$ cat src/inc/scd_defs.vh
`ifndef SCD_DEFS_VH
`define SCD_DEFS_VH
// register byte offsets
`define SCD_A_CTRL 8'h00
`define SCD_A_DIV 8'h04
`define SCD_A_REL 8'h08
`define SCD_A_DLY 8'h0C
`define SCD_A_DIR 8'h10
`define SCD_A_DRV 8'h14
`define SCD_A_PFI 8'h18
`define SCD_A_GEN 8'h1C
`define SCD_A_ACQ 8'h20
`define SCD_A_STAT 8'h24
// control fields
`define SCD_CTRL_W 11
`define SCD_CTRL_RST 11'h020
`define SCD_F_SRC 1:0
`define SCD_B_ACQ 2
`define SCD_B_EXP 3
`define SCD_B_INV 4
`define SCD_B_OFS 5
`define SCD_F_GPOS 7:6
`define SCD_F_APOS 9:8
`define SCD_B_EXTF 10
// delay fields
`define SCD_F_XDLY 7:0
`define SCD_F_GDLY 15:8
`define SCD_F_ADLY 23:16
// pfi fields
`define SCD_F_PDIR 3:0
`define SCD_F_POUT 7:4
// sample clock sources
`define SCD_SRC_INT 2'h0
`define SCD_SRC_CLKIN 2'h1
`define SCD_SRC_STAR 2'h2
`define SCD_SRC_STRB 2'h3
// data position modes
`define SCD_POS_RISE 2'h0
`define SCD_POS_FALL 2'h1
`define SCD_POS_DLY 2'h2
// divider
`define SCD_DIV_W 23
`define SCD_N_MAX 23'h40_0000
`define SCD_REF_MHZ 23'h00_00c8
`define SCD_FAST_MHZ 23'h00_0019
// channel counts and word transfer size
`define SCD_NCH 32
`define SCD_NPFI 4
`define SCD_HSIZE_WORD 3'h2
`endif

$ cat src/logic/scd_top.v
// Decided for this implementation: the placing of the registers and the AHB-Lite slave port.
`timescale 1ns/10ps
`default_nettype none
`include "scd_defs.vh"
// Function
// - source: internal, clock in, star, strobe(acquire)
// - internal clock is reference divided by N
// - export only when source is not strobe
// - relative delay code, 10 ps steps, internal source only
// - export delay 1/256 period, fast only
// - rising, falling or delayed data position
// - generation delay 1/256 period, fast only
// - acquisition delay 1/256 period, fast only
// - export offset 0 or 2.5 ns, default 2.5
// - export invert independent of offset
// - per channel direction, data and function lines
// - per channel driver enable, off after reset
// - channel toggles at most half sample rate
// - strobe never reaches connector clock output
module scd_top #(
  parameter [22:0] N_MIN = 23'h00_0004
) (
  input wire hclk, // bus and reference clock
  input wire hresetn, // async reset, active low
  input wire hsel, // slave select
  input wire [31:0] haddr, // address
  input wire [1:0] htrans, // transfer type
  input wire hwrite, // write when high
  input wire [2:0] hsize, // transfer size
  input wire [31:0] hwdata, // write data
  input wire hready, // bus ready
  output wire [31:0] hrdata, // read data
  output wire hreadyout, // slave ready
  output wire hresp, // always okay
  input wire clk_in_pin, // external clock input
  input wire star_pin, // backplane star line
  input wire strobe_pin, // external strobe
  input wire [31:0] data_in, // data channel inputs
  output wire [31:0] data_out, // data channel outputs
  output wire [31:0] data_oe, // data channel output enables
  input wire [3:0] programmable_function_line_in, // function line in
  output wire [3:0] programmable_function_line_out, // function line out
  output wire [3:0] programmable_function_line_oe, // function line oe
  output wire connector_clock_output, // exported clock, connector
  output wire coax_clock_output, // exported clock, coax
  output wire exp_offset_sel, // 1 selects 2.5 ns offset
  output wire [15:0] sclk_rel_delay, // relative delay code, 10 ps
  output wire [7:0] exp_delay, // export delay, 1/256 period
  output wire [7:0] gen_delay, // generation delay, 1/256 period
  output wire [7:0] acq_delay // acquisition delay, 1/256 period
);
  localparam SW = 3 + `SCD_NCH + `SCD_NPFI;
  localparam [22:0] FAST_N_MAX = `SCD_REF_MHZ / `SCD_FAST_MHZ;

  reg [`SCD_CTRL_W-1:0] ctrl_q;
  reg [22:0] div_q;
  reg [15:0] rel_q;
  reg [23:0] dly_q;
  reg [31:0] dir_q;
  reg [31:0] drv_q;
  reg [7:0] pfi_q;
  reg [31:0] gen_q;
  reg [31:0] acq_q;
  reg [1:0] act_src_q;
  reg sclk_q;
  reg exp_q;
  reg [31:0] dout_q;
  reg [31:0] doe_q;
  reg [7:0] xdly_q;
  reg [7:0] gdly_q;
  reg [7:0] adly_q;
  reg [15:0] rel_out_q;
  reg wr_q;
  reg rdp_q;
  reg rd_rdy_q;
  reg [7:0] addr_q;
  reg [31:0] hrdata_q;
  reg [31:0] rmux;
  reg [22:0] div_new;
  reg [`SCD_CTRL_W-1:0] ctrl_new;

  wire [SW-1:0] sync_out;
  wire int_lvl;
  wire clkin_s = sync_out[0];
  wire star_s = sync_out[1];
  wire strobe_s = sync_out[2];
  wire [31:0] din_s = sync_out[3 +: `SCD_NCH];
  wire [3:0] pfi_s = sync_out[3 + `SCD_NCH +: `SCD_NPFI];

  // every pin outside the bus passes two flops before any logic reads it
  scd_sync #(
    .W(SW)
  ) u_sync (
    .hclk(hclk),
    .hresetn(hresetn),
    .d({programmable_function_line_in, data_in, strobe_pin, star_pin,
      clk_in_pin}),
    .q(sync_out)
  );

  // hclk stands in for the reference; N counts its cycles
  scd_div #(
    .W(`SCD_DIV_W),
    .RST_N(N_MIN)
  ) u_div (
    .hclk(hclk),
    .hresetn(hresetn),
    .div_n(div_q),
    .lvl(int_lvl)
  );

  // source levels, indexed by source code
  wire [3:0] src_lvl = {strobe_s, star_s, clkin_s, int_lvl};
  wire [1:0] req_src = ctrl_q[`SCD_F_SRC];
  wire pending = (req_src != act_src_q);
  // change over only while old and new clock are both low
  wire do_switch = pending && !src_lvl[act_src_q] && !src_lvl[req_src];
  wire sel_lvl = src_lvl[act_src_q];
  wire sclk_rise = sel_lvl && !sclk_q;
  wire sclk_fall = !sel_lvl && sclk_q;
  wire strobe_act = (act_src_q == `SCD_SRC_STRB);
  wire exp_allow = ctrl_q[`SCD_B_EXP] && !strobe_act;
  // invert works on the level alone, so it is free of the offset choice
  wire exp_lvl = sel_lvl ^ ctrl_q[`SCD_B_INV];

  // delay lines are only calibrated for clocks of 25 MHz and up
  // an external clock cannot be timed here, so software vouches for it
  wire fast_ok = (act_src_q == `SCD_SRC_INT) ? (div_q <= FAST_N_MAX) :
    ctrl_q[`SCD_B_EXTF];
  wire [1:0] gpos = ctrl_q[`SCD_F_GPOS];
  wire [1:0] apos = ctrl_q[`SCD_F_APOS];
  // delayed mode takes the rising edge; the delay line adds the offset
  wire gen_edge = (gpos == `SCD_POS_FALL) ? sclk_fall : sclk_rise;
  // strobe clocks acquisition only, so generation holds still on it
  wire launch = gen_edge && !strobe_act;
  wire capture = (apos == `SCD_POS_FALL) ? sclk_fall : sclk_rise;

  wire ap = hsel && htrans[1] && hready;
  wire [7:0] ap_addr = {haddr[7:2], 2'b00};
  // status is read live; pending drops once both levels sit low
  wire [7:0] stat_bits = {pfi_s, fast_ok, pending, act_src_q};

  // divider writes are clamped into the legal range of N
  always @*
  begin
    div_new = hwdata[22:0];
    if (hwdata[31:23] != 9'h000 || hwdata[22:0] > `SCD_N_MAX)
      div_new = `SCD_N_MAX;
    else if (hwdata[22:0] < N_MIN)
      div_new = N_MIN;
  end

  // strobe may only be picked for acquisition
  always @*
  begin
    ctrl_new = hwdata[`SCD_CTRL_W-1:0];
    if (ctrl_new[`SCD_F_SRC] == `SCD_SRC_STRB && !ctrl_new[`SCD_B_ACQ])
    begin
      if (ctrl_q[`SCD_F_SRC] == `SCD_SRC_STRB)
        ctrl_new[`SCD_F_SRC] = `SCD_SRC_INT;
      else
        ctrl_new[`SCD_F_SRC] = ctrl_q[`SCD_F_SRC];
    end
  end

  always @*
  begin
    rmux = 32'h0000_0000;
    case (addr_q)
      `SCD_A_CTRL: rmux = {21'h00_0000, ctrl_q};
      `SCD_A_DIV: rmux = {9'h000, div_q};
      `SCD_A_REL: rmux = {16'h0000, rel_q};
      `SCD_A_DLY: rmux = {8'h00, dly_q};
      `SCD_A_DIR: rmux = dir_q;
      `SCD_A_DRV: rmux = drv_q;
      `SCD_A_PFI: rmux = {24'h00_0000, pfi_q};
      `SCD_A_GEN: rmux = gen_q;
      `SCD_A_ACQ: rmux = acq_q;
      `SCD_A_STAT: rmux = {24'h00_0000, stat_bits};
      default: rmux = 32'h0000_0000;
    endcase
  end

  // bus phases: writes take no wait, reads one wait state
  // the wait state lets read data come from a flop, not the mux
  always @(posedge hclk or negedge hresetn)
  begin
    if (!hresetn)
    begin
      wr_q <= 1'b0;
      rdp_q <= 1'b0;
      rd_rdy_q <= 1'b0;
      addr_q <= 8'h00;
      hrdata_q <= 32'h0000_0000;
    end
    else
    begin
      wr_q <= 1'b0;
      if (rd_rdy_q)
      begin
        rdp_q <= 1'b0;
        rd_rdy_q <= 1'b0;
      end
      else if (rdp_q)
      begin
        hrdata_q <= rmux;
        rd_rdy_q <= 1'b1;
      end
      if (ap)
      begin
        addr_q <= ap_addr;
        wr_q <= hwrite && (hsize == `SCD_HSIZE_WORD);
        rdp_q <= !hwrite;
      end
    end
  end

  // register file
  // the read-only words and holes in the map drop writes
  always @(posedge hclk or negedge hresetn)
  begin
    if (!hresetn)
    begin
      ctrl_q <= `SCD_CTRL_RST;
      div_q <= N_MIN;
      rel_q <= 16'h0000;
      dly_q <= 24'h00_0000;
      dir_q <= 32'h0000_0000;
      drv_q <= 32'h0000_0000;
      pfi_q <= 8'h00;
      gen_q <= 32'h0000_0000;
    end
    else if (wr_q)
    begin
      case (addr_q)
        `SCD_A_CTRL: ctrl_q <= ctrl_new;
        `SCD_A_DIV: div_q <= div_new;
        `SCD_A_REL: rel_q <= hwdata[15:0];
        `SCD_A_DLY: dly_q <= hwdata[23:0];
        `SCD_A_DIR: dir_q <= hwdata;
        `SCD_A_DRV: drv_q <= hwdata;
        `SCD_A_PFI: pfi_q <= hwdata[7:0];
        `SCD_A_GEN: gen_q <= hwdata;
        default: gen_q <= gen_q;
      endcase
    end
  end

  // clock selection, export and data timing
  always @(posedge hclk or negedge hresetn)
  begin
    if (!hresetn)
    begin
      act_src_q <= `SCD_SRC_INT;
      sclk_q <= 1'b0;
      exp_q <= 1'b0;
      dout_q <= 32'h0000_0000;
      doe_q <= 32'h0000_0000;
      acq_q <= 32'h0000_0000;
      xdly_q <= 8'h00;
      gdly_q <= 8'h00;
      adly_q <= 8'h00;
      rel_out_q <= 16'h0000;
    end
    else
    begin
      if (do_switch)
        act_src_q <= req_src;
      // the last level is kept to find edges of the selected clock
      sclk_q <= sel_lvl;
      // strobe never reaches either clock output
      exp_q <= exp_allow && exp_lvl;
      // a channel changes at most once per sample period
      if (launch)
        dout_q <= gen_q;
      if (capture)
        acq_q <= din_s;
      // a pin drives only with both direction and enable set
      doe_q <= dir_q & drv_q;
      rel_out_q <= (act_src_q == `SCD_SRC_INT) ? rel_q : 16'h0000;
      xdly_q <= fast_ok ? dly_q[`SCD_F_XDLY] : 8'h00;
      gdly_q <= (fast_ok && gpos == `SCD_POS_DLY) ?
        dly_q[`SCD_F_GDLY] : 8'h00;
      adly_q <= (fast_ok && apos == `SCD_POS_DLY) ?
        dly_q[`SCD_F_ADLY] : 8'h00;
    end
  end

  assign hrdata = hrdata_q;
  assign hreadyout = !(rdp_q && !rd_rdy_q);
  assign hresp = 1'b0;
  assign data_out = dout_q;
  assign data_oe = doe_q;
  assign programmable_function_line_out = pfi_q[`SCD_F_POUT];
  assign programmable_function_line_oe = pfi_q[`SCD_F_PDIR];
  // both clock pins share one flop, so they cannot skew
  assign connector_clock_output = exp_q;
  assign coax_clock_output = exp_q;
  assign exp_offset_sel = ctrl_q[`SCD_B_OFS];
  assign sclk_rel_delay = rel_out_q;
  assign exp_delay = xdly_q;
  assign gen_delay = gdly_q;
  assign acq_delay = adly_q;
endmodule
`default_nettype wire

$ cat src/logic/scd_sync.v
`timescale 1ns/10ps
`default_nettype none
module scd_sync #(
  parameter W = 1
) (
  input wire hclk, // clock
  input wire hresetn, // async reset, active low
  input wire [W-1:0] d, // asynchronous inputs
  output wire [W-1:0] q // synchronised outputs
);
  reg [W-1:0] meta_q;
  reg [W-1:0] sync_q;

  always @(posedge hclk or negedge hresetn)
  begin
    if (!hresetn)
    begin
      meta_q <= {W{1'b0}};
      sync_q <= {W{1'b0}};
    end
    else
    begin
      meta_q <= d;
      sync_q <= meta_q;
    end
  end

  assign q = sync_q;
endmodule
`default_nettype wire

$ cat src/logic/scd_div.v
`timescale 1ns/10ps
`default_nettype none
module scd_div #(
  parameter W = 23,
  parameter [W-1:0] RST_N = {{(W-3){1'b0}}, 3'h4}
) (
  input wire hclk, // reference clock
  input wire hresetn, // async reset, active low
  input wire [W-1:0] div_n, // requested divide ratio, at least 2
  output wire lvl // divided clock level
);
  reg [W-1:0] cnt_q;
  reg [W-1:0] n_q;
  reg lvl_q;
  wire [W-1:0] one = {{(W-1){1'b0}}, 1'b1};
  wire [W-1:0] last = n_q - one;
  wire [W-1:0] cnt_inc = cnt_q + one;
  wire [W-1:0] half = {1'b0, n_q[W-1:1]};

  // a new ratio is only taken at a period boundary, so no runt pulse
  always @(posedge hclk or negedge hresetn)
  begin
    if (!hresetn)
    begin
      cnt_q <= {W{1'b0}};
      n_q <= RST_N;
      lvl_q <= 1'b1;
    end
    else if (cnt_q == last)
    begin
      cnt_q <= {W{1'b0}};
      n_q <= div_n;
      lvl_q <= 1'b1;
    end
    else
    begin
      cnt_q <= cnt_inc;
      lvl_q <= (cnt_inc < half);
    end
  end

  assign lvl = lvl_q;
endmodule
`default_nettype wire

$ cat config.mk
export PLATFORM = sky130hd
export DESIGN_NAME = scd_top
export DESIGN_NICKNAME = d
export VERILOG_FILES = /design/src/logic/scd_top.v /design/src/logic/scd_sync.v /design/src/logic/scd_div.v
export VERILOG_INCLUDE_DIRS = /design/src /design/src/inc
export SDC_FILE = /design/constraint.sdc
export NUM_CORES = 1
export LEC_CHECK = 0
export BUFFER_PORTS_ARGS = -buffer_cell sky130_fd_sc_hd__buf_2
export CAP_MARGIN = 10
export CORE_MARGIN = 2
export CORE_UTILIZATION = 55
export DETAILED_ROUTE_END_ITERATION = 10
export PLACE_DENSITY = 0.76
export SYNTH_ARGS = -nofsm -noshare
export SYNTH_HDL_FRONTEND = slang
export SYNTH_HIERARCHICAL = 1
export SYNTH_SLANG_ARGS = --single-unit
$ cat constraint.sdc
create_clock -name hclk -period 4.5 [get_ports hclk]
set_input_delay 0.45 -clock hclk [delete_from_list [all_inputs] [get_ports hclk]]
set_output_delay 0.45 -clock hclk [all_outputs]
set_load 0.02 [all_outputs]
==> results of run 1 <==
[through the flow]
step | util, % | power [uW] | std cells
3_5_place_dp | 60.09 | 7643 | 2148
4_1_cts | 66.03 | 12060 | 2281
5_1_grt | 66.04 | 12450 | 2283
3_3_place_gp | 60.09 | 7583 | 2148
2_1_floorplan | - | 6772 | 1505
6_report | 66.04 | 11980 | 2283
[final timing paths]
check | end | slack (ns) | cells after the start
max in group asynchronous | sclk_rel_delay[8]$_DFF_PN0_ | 2.93 | 3
max reg2reg | u_div/n_q[17]$_DFFE_PN0N_ | 0.82 | 10
min in group asynchronous | u_sync/meta_q[23]$_DFF_PN0_ | 0.49 | 2
max | u_div/n_q[17]$_DFFE_PN0N_ | 0.82 | 10
min reg2reg | u_sync/q[33]$_DFF_PN0_ | 0.35 | 0
min | rdp_q$_DFFE_PN0P_ | 0.08 | 2
[power groups by stage]
stage,logic (uW),clock network (uW),registers (uW)
after floorplan,1250,0,5520
after global placement,2240,0,5340
after detailed placement,2280,0,5360
after CTS,2320,4440,5300
after global routing,2460,4640,5360
final,2310,4370,5300
[layout make-up]
type,instances,area share [%]
Timing Repair Buffer,301,7.685
Antenna cell,2,0.02080
Clock inverter,18,1.108
Inverter,31,0.4836
Multi-Input combinational cell,904,31.69
Clock buffer,75,6.219
Tap cell,468,2.433
Sequential cell,484,50.36
[critical path, delay by kind of cell, from the launching register on]
family,cells,cell delay (ns)
XOR/XNOR,1,0.18
adder cells (fa/ha/maj),1,0.19
buffers and inverters,2,0.46
flip-flops,1,0.42
multiplexers,1,0.38
AND/OR/NAND/NOR,5,1.92
[metal layers]
layer	share of wire, %	GRT usage (%)	vias up	routed length [um]
li1	-	-	5939	-
met1	43	38.77	6897	22630
met2	47	43.84	533	24310
met3	6.6	4.538	113	3426
met4	3.6	11.25	0	1871
met5	0	0	-	0
[cells by family (layout without fill, tap and decap cells)]
logic type	after synthesis	after routing	synth area share (%)
flops	484	484	59.76
compound gates	238	238	8.628
fa+ha+maj	23	23	1.419
buf+inv	117	425	2.752
simple gates	310	310	8.615
mux	278	278	16.47
other cells	1	3	0.01850
xor+xnor	54	54	2.333
[state kept, by name, summed over array words and instances (netlist names), 8 cells and up]
register,cells
u_sync/meta_q,39
u_sync/q,39
acq_q,32
data_oe,32
data_out,32
dir_q,32
drv_q,32
gen_q,32
hrdata,32
dly_q,24
div_q,23
u_div/cnt_q,23
u_div/n_q,23
rel_q,16
sclk_rel_delay,16
ctrl_q,11
acq_delay,8
exp_delay,8
gen_delay,8
pfi_q,8
[placed cells by master (no fill, tap or decap), types with 6 or more instances in the layout]
master	count
dfrtp_1	478
mux2_2	233
buf_2	232
and2_1	79
nand2_1	70
o21ai_0	58
clkbuf_16	51
dlygate4sd3_1	40
nor2_1	36
a22oi_1	34
inv_1	31
mux2_4	30
a22o_1	29
xor2_1	28
xnor2_1	26
buf_4	23
ha_1	23
nand3_1	21
a21oi_1	21
a221oi_1	15
nor2b_1	14
o2bb2ai_1	14
nor3_1	13
clkbuf_8	13
a21o_1	12
and3_1	11
clkbuf_1	11
o41a_1	11
nor4_1	10
nand4_1	9
mux4_2	9
a211oi_1	8
clkinv_2	8
and4_1	7
a31oi_1	6
bufinv_16	6
[repair_timing]
item | 4_1_cts | 5_1_grt
gates resized for setup | 0 | 0
endpoints found under the setup margin | 0 | 0
hold buffers | 40 | 0
hold endpoints to repair | 135 | 0
==> results.yml, run 1 <==
sta:
  post-route-period-util_pct: 81.87
  fmax_ghz: 0.2714
  period_needed_ns: 3.684
  worst_hold_slack_ns: 0.08155
  worst-slew-pin-transition_ns: 1.200
  setup_viol: 0
  fin_worst_skew_ns: 0.01958
  rsz0062_at_grt: "false"
  setup_tns_ns: 0
  fin_ws_ns: 0.8156
  slew_violations: 0
  finalHoldViolCount: 0
  slew-limit-headroom_pct: 19.79
placed_design:
  gp_congestion: 0.8862
  io_buffers: 233
  pre_cts_ws_ns: 0.8473
  placed_area_um2: 21890
  hpwl_um: 34490
clocking:
  clk_latency_ns: 0.59
  clk_path_buf_depth: 3
  cts_tree: "yes"
  cts_htree_levels: 2
  cts.sinks: 484
  cts-root-buf: "clkbuf_16"
  numCtsBuffers: 50
  post_cts_buffers: 0
  clk_pin_slew_ns: 0.06
pwr:
  seqPwrFrac_pct: 44.2
  cellLeakagePower_uw: 0.01127
  power_density_nw_per_um2: 498.1
  power.internal_uw: 8597
  swShare_pct: 28.27
  p_sw_uw: 3388
  peakVddDrop_mv: 0.3715
  p_clk_share_pct: 36.5
  combPwrFrac_pct: 19.3
worst_setup_path:
  cp-startpoint: "u_div/n_q[0]$_DFFE_PN0N_"
  crit_type: "reg2reg"
  critPathMaxFanout: 25
  path_cells: "inv_1, ha_1, or4b_1, nor4_2, xnor2_1, nand2_1, or4_1, nor4_4, buf_4, mux2_2"
  critPathSlowestCell: "or4b_1"
  timing.rr.start: "u_div/n_q[0]$_DFFE_PN0N_"
  cp.required_ns: 4.97
  arrival_ns: 4.15
  cpPeakStageDelay_ns: 0.59
  cp-end-kind: "flop"
  critPathLaunchType: "flop"
cells_and_area:
  final_area_um2: 24060
  multiInputGateArea_um2: 7625
  drive_gt1_share_pct: 35.30
  fillers: 2676
  areaGrowthSynthToFinish_pct: 18.69
  final_net_count: 1908
  seq_area_um2: 12120
synthesis:
  synth_top_area_cell: "dfrtp_1"
  synth_edf_count: 0
  yosys_warnings: 6
  netlist_area_um2: 20270
  synth_cell_types: 72
  netlist_instances: 1505
  async_flop_share_pct: 100.0
  synth_nets: 1641
  synth_common_cells: "dfrtp_1, mux2_2, and2_1, nand2_1, o21ai_0"
  syn_avg_cell_area_um2: 13.47
  synth-seq-cells: 484
  yosysMostFrequentCell: "dfrtp_1"
  yosys.area.top_type_share_pct: 59.24
  synth-main-ff-cell: "dfrtp_1"
  yosysSeqAreaShare_pct: 59.76
  yosys-top-cells-area: "dfrtp_1, mux2_2, and2_1, mux2_4, o21ai_0"
status:
  status: "finished clean"
global_route:
  antenna_found_initial: 2
  grt_pass1_wl_um: 81680
  track_usage_pct: 27.75
  grt_pass1_vias: 13969
  gr-total-overflow: 0
  grt_start_max_net_pins: 102
drt:
  wl_per_cell_um: 22.88
  totalWireLength_um: 52240
  first_iter_violations: 1112
  drc: 0
  vias: 13482
  viasPerCell: 5.905
  first_pass_iters: 6
  antenna_left: 0
min_path:
  hold_class: "in2reg"
  min_from: "hwrite"
floorplan:
  fp.coreArea_um2: 36430
  die-area_um2: 38410
  design.portCount: 262
  die_w_um: 196.0
  fp-row-count: 70
  fp.dieH_um: 196.0
  start_util_pct: 55.65
job:
  drv_cap: 0
Power figures use the tool's default switching activity.
==> run 2: changes to the inputs <==
Clock period 4.5 ns to 3.6 ns, I/O delays scaled along.
==> run 2 against run 1 <==
  * Die area unchanged
  * Final area is 0.52% higher
  * Critical endpoint is now u_div/n_q[3]$_DFFE_PN0N_
  * Critical path depth unchanged
  * Critical path type unchanged
  * Hold slack lost 0.052 ns
==> results.yml, run 2 (synthesis results as in run 1) <==
status:
  status: "finished clean"
global_route:
  grt_start_max_net_pins: 103
  grt_pass1_vias: 14060
  gr-total-overflow: 0
  track_usage_pct: 28.20
  grt_pass1_wl_um: 82410
  antenna_found_initial: 5
sta:
  fin_worst_skew_ns: 0.02365
  setup_viol: 0
  post-route-period-util_pct: 94.84
  slew-limit-headroom_pct: 41.96
  setup_tns_ns: 0
  worst_hold_slack_ns: 0.02963
  rsz0062_at_grt: "false"
  finalHoldViolCount: 0
  worst-slew-pin-transition_ns: 0.8706
  period_needed_ns: 3.414
  slew_violations: 0
  fmax_ghz: 0.2929
placed_design:
  dp.cells: 2168
  placed_area_um2: 22080
  gp_congestion: 0.8769
  hpwl_um: 35290
  io_buffers: 233
cells_and_area:
  fillers: 2732
  layout_common_cells: "dfrtp_1, mux2_2, buf_2"
  final_cells: 2306
  areaGrowthSynthToFinish_pct: 19.31
  final_area_um2: 24190
  drive_gt1_share_pct: 35.77
  final_net_count: 1931
  post-route-util_pct: 66.39
  final_common_cell: "dfrtp_1"
floorplan:
  fp-row-count: 70
  die-area_um2: 38410
  fp.coreArea_um2: 36430
  design.portCount: 262
  fp.dieH_um: 196.0
  die_w_um: 196.0
  start_util_pct: 55.65
drt:
  totalWireLength_um: 52370
  viasPerCell: 5.859
  first_iter_violations: 917
  vias: 13512
  antenna_left: 0
  first_pass_iters: 8
  wl_per_cell_um: 22.71
  drc: 0
clocking:
  clk_pin_slew_ns: 0.06
  cts-root-buf: "clkbuf_16"
  numCtsBuffers: 49
  cts_tree: "yes"
  post_cts_buffers: 0
  cts_htree_levels: 2
  clk_path_buf_depth: 3
  cts.sinks: 484
  clk_latency_ns: 0.59
pwr:
  peakVddDrop_mv: 0.3977
  p_sw_uw: 4218
  cellLeakagePower_uw: 0.01133
  power_density_nw_per_um2: 608.3
  power.internal_uw: 10500
  combPwrFrac_pct: 20.0
  seqPwrFrac_pct: 44.9
  p_clk_share_pct: 35.1
  swShare_pct: 28.66
worst_setup_path:
  critPathMaxFanout: 23
  arrival_ns: 3.87
  reg2regPathDepth: 10
  critPathLaunchType: "flop"
  cp.required_ns: 4.05
  cp-end-kind: "flop"
  crit_type: "reg2reg"
min_path:
  whs_path_depth: 2
  hold_class: "in2reg"
job:
  drv_cap: 0
==> run 2: changes by cell type in the layout (fill, tap and decap cells not counted), moves of 2 or more <==
cell	before	now
buf_4	23	40
dlygate4sd3_1	40	44
buf_12	5	8
bufinv_16	6	3
clkinvlp_4	0	3
clkbuf_1	11	13
clkinv_2	8	6
diode_2	2	4
inv_6	2	0
==> run 2: power by group through the flow <==
stage	combinational [uW]	clock (uW)	sequential (uW)
after floorplan	1560	0	6900
after CTS	2960	5260	6600
after detailed placement	2910	0	6680
final	2950	5170	6600
after global placement	2850	0	6660
after global routing	3130	5480	6670
==> run 2: final timing paths <==
path	from	to	slack [ns]
worst max-delay path	u_div/n_q[1]$_DFFE_PN0N_	u_div/n_q[3]$_DFFE_PN0N_	0.19
min in group asynchronous	hresetn	acq_delay[4]$_DFF_PN0_	0.41
worst min register to register	u_sync/meta_q[32]$_DFF_PN0_	u_sync/q[32]$_DFF_PN0_	0.34
worst max register to register	u_div/n_q[1]$_DFFE_PN0N_	u_div/n_q[3]$_DFFE_PN0N_	0.19
worst min-delay path	haddr[4]	addr_q[4]$_DFFE_PN0P_	0.03
max in group asynchronous	hresetn	acq_q[30]$_DFFE_PN0P_	2.23
==> run 2: cell type report <==
class | count | area (um2) | area share, %
Antenna cell | 4 | 10.01 | 0.04138
Timing Repair Buffer | 325 | 2077 | 8.586
Tap cell | 468 | 585.6 | 2.421
Clock inverter | 15 | 187.7 | 0.7759
Sequential cell | 484 | 12120 | 50.10
Multi-Input combinational cell | 904 | 7629 | 31.54
Inverter | 31 | 116.4 | 0.4810
Clock buffer | 75 | 1465 | 6.057
==> run 2: metrics by stage <==
stage | power (uW) | setup slack [ns]
after CTS | 14820 | 0.1195
after floorplan | 8464 | 0.1787
final | 14720 | 0.1856
after detailed placement | 9590 | 0.1357
after global routing | 15290 | 0.01406
after global placement | 9516 | 0.1905
==> run 2: per-layer routing <==
layer	vias to the layer above	GRT usage, %	share of wire [%]
met5	-	0	0.025
met3	118	6.395	7.9
met4	2	11.73	4.0
li1	5988	-	-
met1	6867	38.35	42
met2	537	44.21	47
==> run 2: timing repair <==
item                                    in CTS  in global routing
gates resized for setup                      0                  1
endpoints found under the setup margin       0                 22
hold buffers                                44                  0
hold endpoints to repair                   133                  0
==> run 2: critical path, stage by stage (launching register included) <==
cell,delay (ns)
dfrtp_1,0.41
inv_1,0.09
ha_1,0.20
or4b_4,0.54
nor3_1,0.24
xnor2_1,0.15
o21ai_0,0.10
or4_1,0.61
nor4_4,0.38
buf_12,0.22
mux2_2,0.35
==> run 3: changes to the inputs <==
Settings changed: BUFFER_PORTS_ARGS -buffer_cell sky130_fd_sc_hd__buf_2 to -buffer_cell sky130_fd_sc_hd__buf_4, CORE_UTILIZATION 55 to 40, PLACE_DENSITY 0.76 to unset.
==> run 3 against run 2 <==
  * Total power is 6.3% higher
  * Clock skew decreased by 0.0055 ns
  * Flip-flop and latch count stayed put
  * Highest routed layer is now met4
  * Clock power is 12% higher
  * Cell count up 9.5%
  * Wire length up 9.9%
  * Sequential share of layout area fell by 2.3 points
  * Critical endpoint is now u_div/n_q[19]$_DFFE_PN0N_
  * Die area up 37%
  * First-iteration DRC count is 1.6% lower
  * Count of clock-buffer cells in the layout up 1
==> results.yml, run 3 (synthesis results as in run 1) <==
status:
  status: "finished clean"
sta:
  post-route-period-util_pct: 93.92
  worst-slew-pin-transition_ns: 1.195
  fin_worst_skew_ns: 0.01813
  slew-limit-headroom_pct: 19.21
  setup_tns_ns: 0
  period_needed_ns: 3.381
  rsz0062_at_grt: "false"
  setup_viol: 0
  fmax_ghz: 0.2958
  slew_violations: 0
  fin_ws_ns: 0.2191
  finalHoldViolCount: 0
  worst_hold_slack_ns: 0.03283
cells_and_area:
  final_common_cell: "dfrtp_1"
  fillers: 4442
  final_area_um2: 25330
  final_net_count: 1942
  areaGrowthSynthToFinish_pct: 24.94
  layout_common_cells: "dfrtp_1, buf_4, mux2_2"
  drive_gt1_share_pct: 36.05
global_route:
  grt_pass1_vias: 13983
  track_usage_pct: 21.97
  gr-total-overflow: 0
  antenna_found_initial: 1
  grt_pass1_wl_um: 87460
  grt_start_max_net_pins: 97
pwr:
  p_clk_share_pct: 37.2
  cellLeakagePower_uw: 0.01161
  peakVddDrop_mv: 0.3188
  power_density_nw_per_um2: 617.3
  combPwrFrac_pct: 20.4
  p_sw_uw: 4400
  p_total_uw: 15640
  swShare_pct: 28.14
  seqPwrFrac_pct: 42.4
  power.internal_uw: 11240
min_path:
  whs_path_depth: 3
  hold_class: "in2reg"
  min_from: "hsize[0]"
  holdPathEnd: "wr_q$_DFF_PN0_"
drt:
  first_pass_iters: 5
  first_iter_violations: 902
  antenna_left: 0
  drc: 0
  viasPerCell: 5.340
  totalWireLength_um: 57570
  vias: 13477
  wl_per_cell_um: 22.81
clocking:
  cts_tree: "yes"
  cts_htree_levels: 2
  clk_latency_ns: 0.60
  numCtsBuffers: 53
  cts-root-buf: "clkbuf_16"
  clk_pin_slew_ns: 0.06
  clk_path_buf_depth: 3
  post_cts_buffers: 0
  cts.sinks: 484
worst_setup_path:
  cp.required_ns: 4.08
  cp-startpoint: "u_div/n_q[0]$_DFFE_PN0N_"
  cp-end-kind: "flop"
  arrival_ns: 3.86
  r2r_end: "u_div/n_q[19]$_DFFE_PN0N_"
  critPathLaunchType: "flop"
  reg2regPathDepth: 10
  critPathMaxFanout: 10
  rrSetupSlack_ns: 0.22
  crit_type: "reg2reg"
  timing.rr.start: "u_div/n_q[0]$_DFFE_PN0N_"
placed_design:
  placed_area_um2: 22920
  gp_congestion: 0.8608
  io_buffers: 233
  hpwl_um: 39290
  pre_cts_ws_ns: 0.06777
floorplan:
  design.portCount: 262
  fp.dieH_um: 229.1
  die_w_um: 229.1
  fp.coreArea_um2: 50070
  fp-row-count: 82
  start_util_pct: 40.49
  die-area_um2: 52500
job:
  drv_cap: 0
run 3: changes by cell type in the layout (fill, tap and decap cells not counted), moves of 2 or more:
cell	before	now
buf_2	232	0
buf_4	40	273
bufinv_16	3	9
clkbuf_16	50	54
clkbuf_8	12	8
clkinv_2	6	8
diode_2	4	2
dlygate4sd3_1	44	50
inv_6	0	2
run 3: cell type report:
class                      instances  area [um2]  share of cell area (%)
tap                              672       840.8                   3.319
multi-input combinational        904        7637                   30.15
clock inverter                    23       381.6                   1.507
clock buffer                      76        1514                   5.977
antenna                            2       5.005                 0.01976
sequential                       484       12120                   47.84
timing repair buffer             332        2716                   10.72
inverter                          31       116.4                  0.4594
run 3: how the worst max path moves through the flow:
stage                                 to  slack (ns)  depth (start not counted)
2_1_floorplan  u_div/n_q[11]$_DFFE_PN0N_        0.18                         11
3_3_place_gp    u_div/n_q[8]$_DFFE_PN0N_        0.09                         10
6_report       u_div/n_q[19]$_DFFE_PN0N_        0.22                         10
4_1_cts        u_div/n_q[12]$_DFFE_PN0N_        0.05                         10
3_5_place_dp   u_div/n_q[13]$_DFFE_PN0N_        0.07                         10
5_1_grt        u_div/n_q[16]$_DFFE_PN0N_        0.07                         10
run 3: power groups by stage:
| stage | Combinational (uW) | Sequential, uW | Clock, uW |
|---|---|---|---|
| finish | 3190 | 6630 | 5810 |
| floorplan | 1560 | 6900 | 0 |
| CTS | 3230 | 6640 | 5950 |
| global placement | 3140 | 6710 | 0 |
| detailed placement | 3170 | 6720 | 0 |
| global route | 3380 | 6700 | 6170 |
run 3: stage by stage:
step | utilization (%) | std cells
finish | 50.59 | 2524
global route | 50.59 | 2523
CTS | 50.55 | 2522
detailed placement | 45.77 | 2373
global placement | 45.77 | 2373
floorplan | - | 1505
run 3: layer usage:
layer / GRT usage [%] / up-vias / part of all wire, %
li1: - / 6015 / -
met1: 29.95 / 6924 / 44
met2: 36.11 / 449 / 48
met3: 3.449 / 89 / 5.7
met4: 6.981 / 0 / 2.6
met5: 0 / - / 0
run 3: repair_timing:
action | in CTS | in global routing
endpoints found under the setup margin | 0 | 23
gates resized for setup | 0 | 3
hold buffers | 50 | 0
hold endpoints to repair | 138 | 0
run 3: worst max-delay path, stage by stage, from the launching register on:
cell and delay, ns:
dfrtp_1 0.37, inv_1 0.08, ha_1 0.19, or4b_4 0.53, nor3_1 0.24, xnor2_1 0.15, o21ai_0 0.10, or4_1 0.59
nor4_4 0.39, buf_4 0.27, mux2_2 0.35
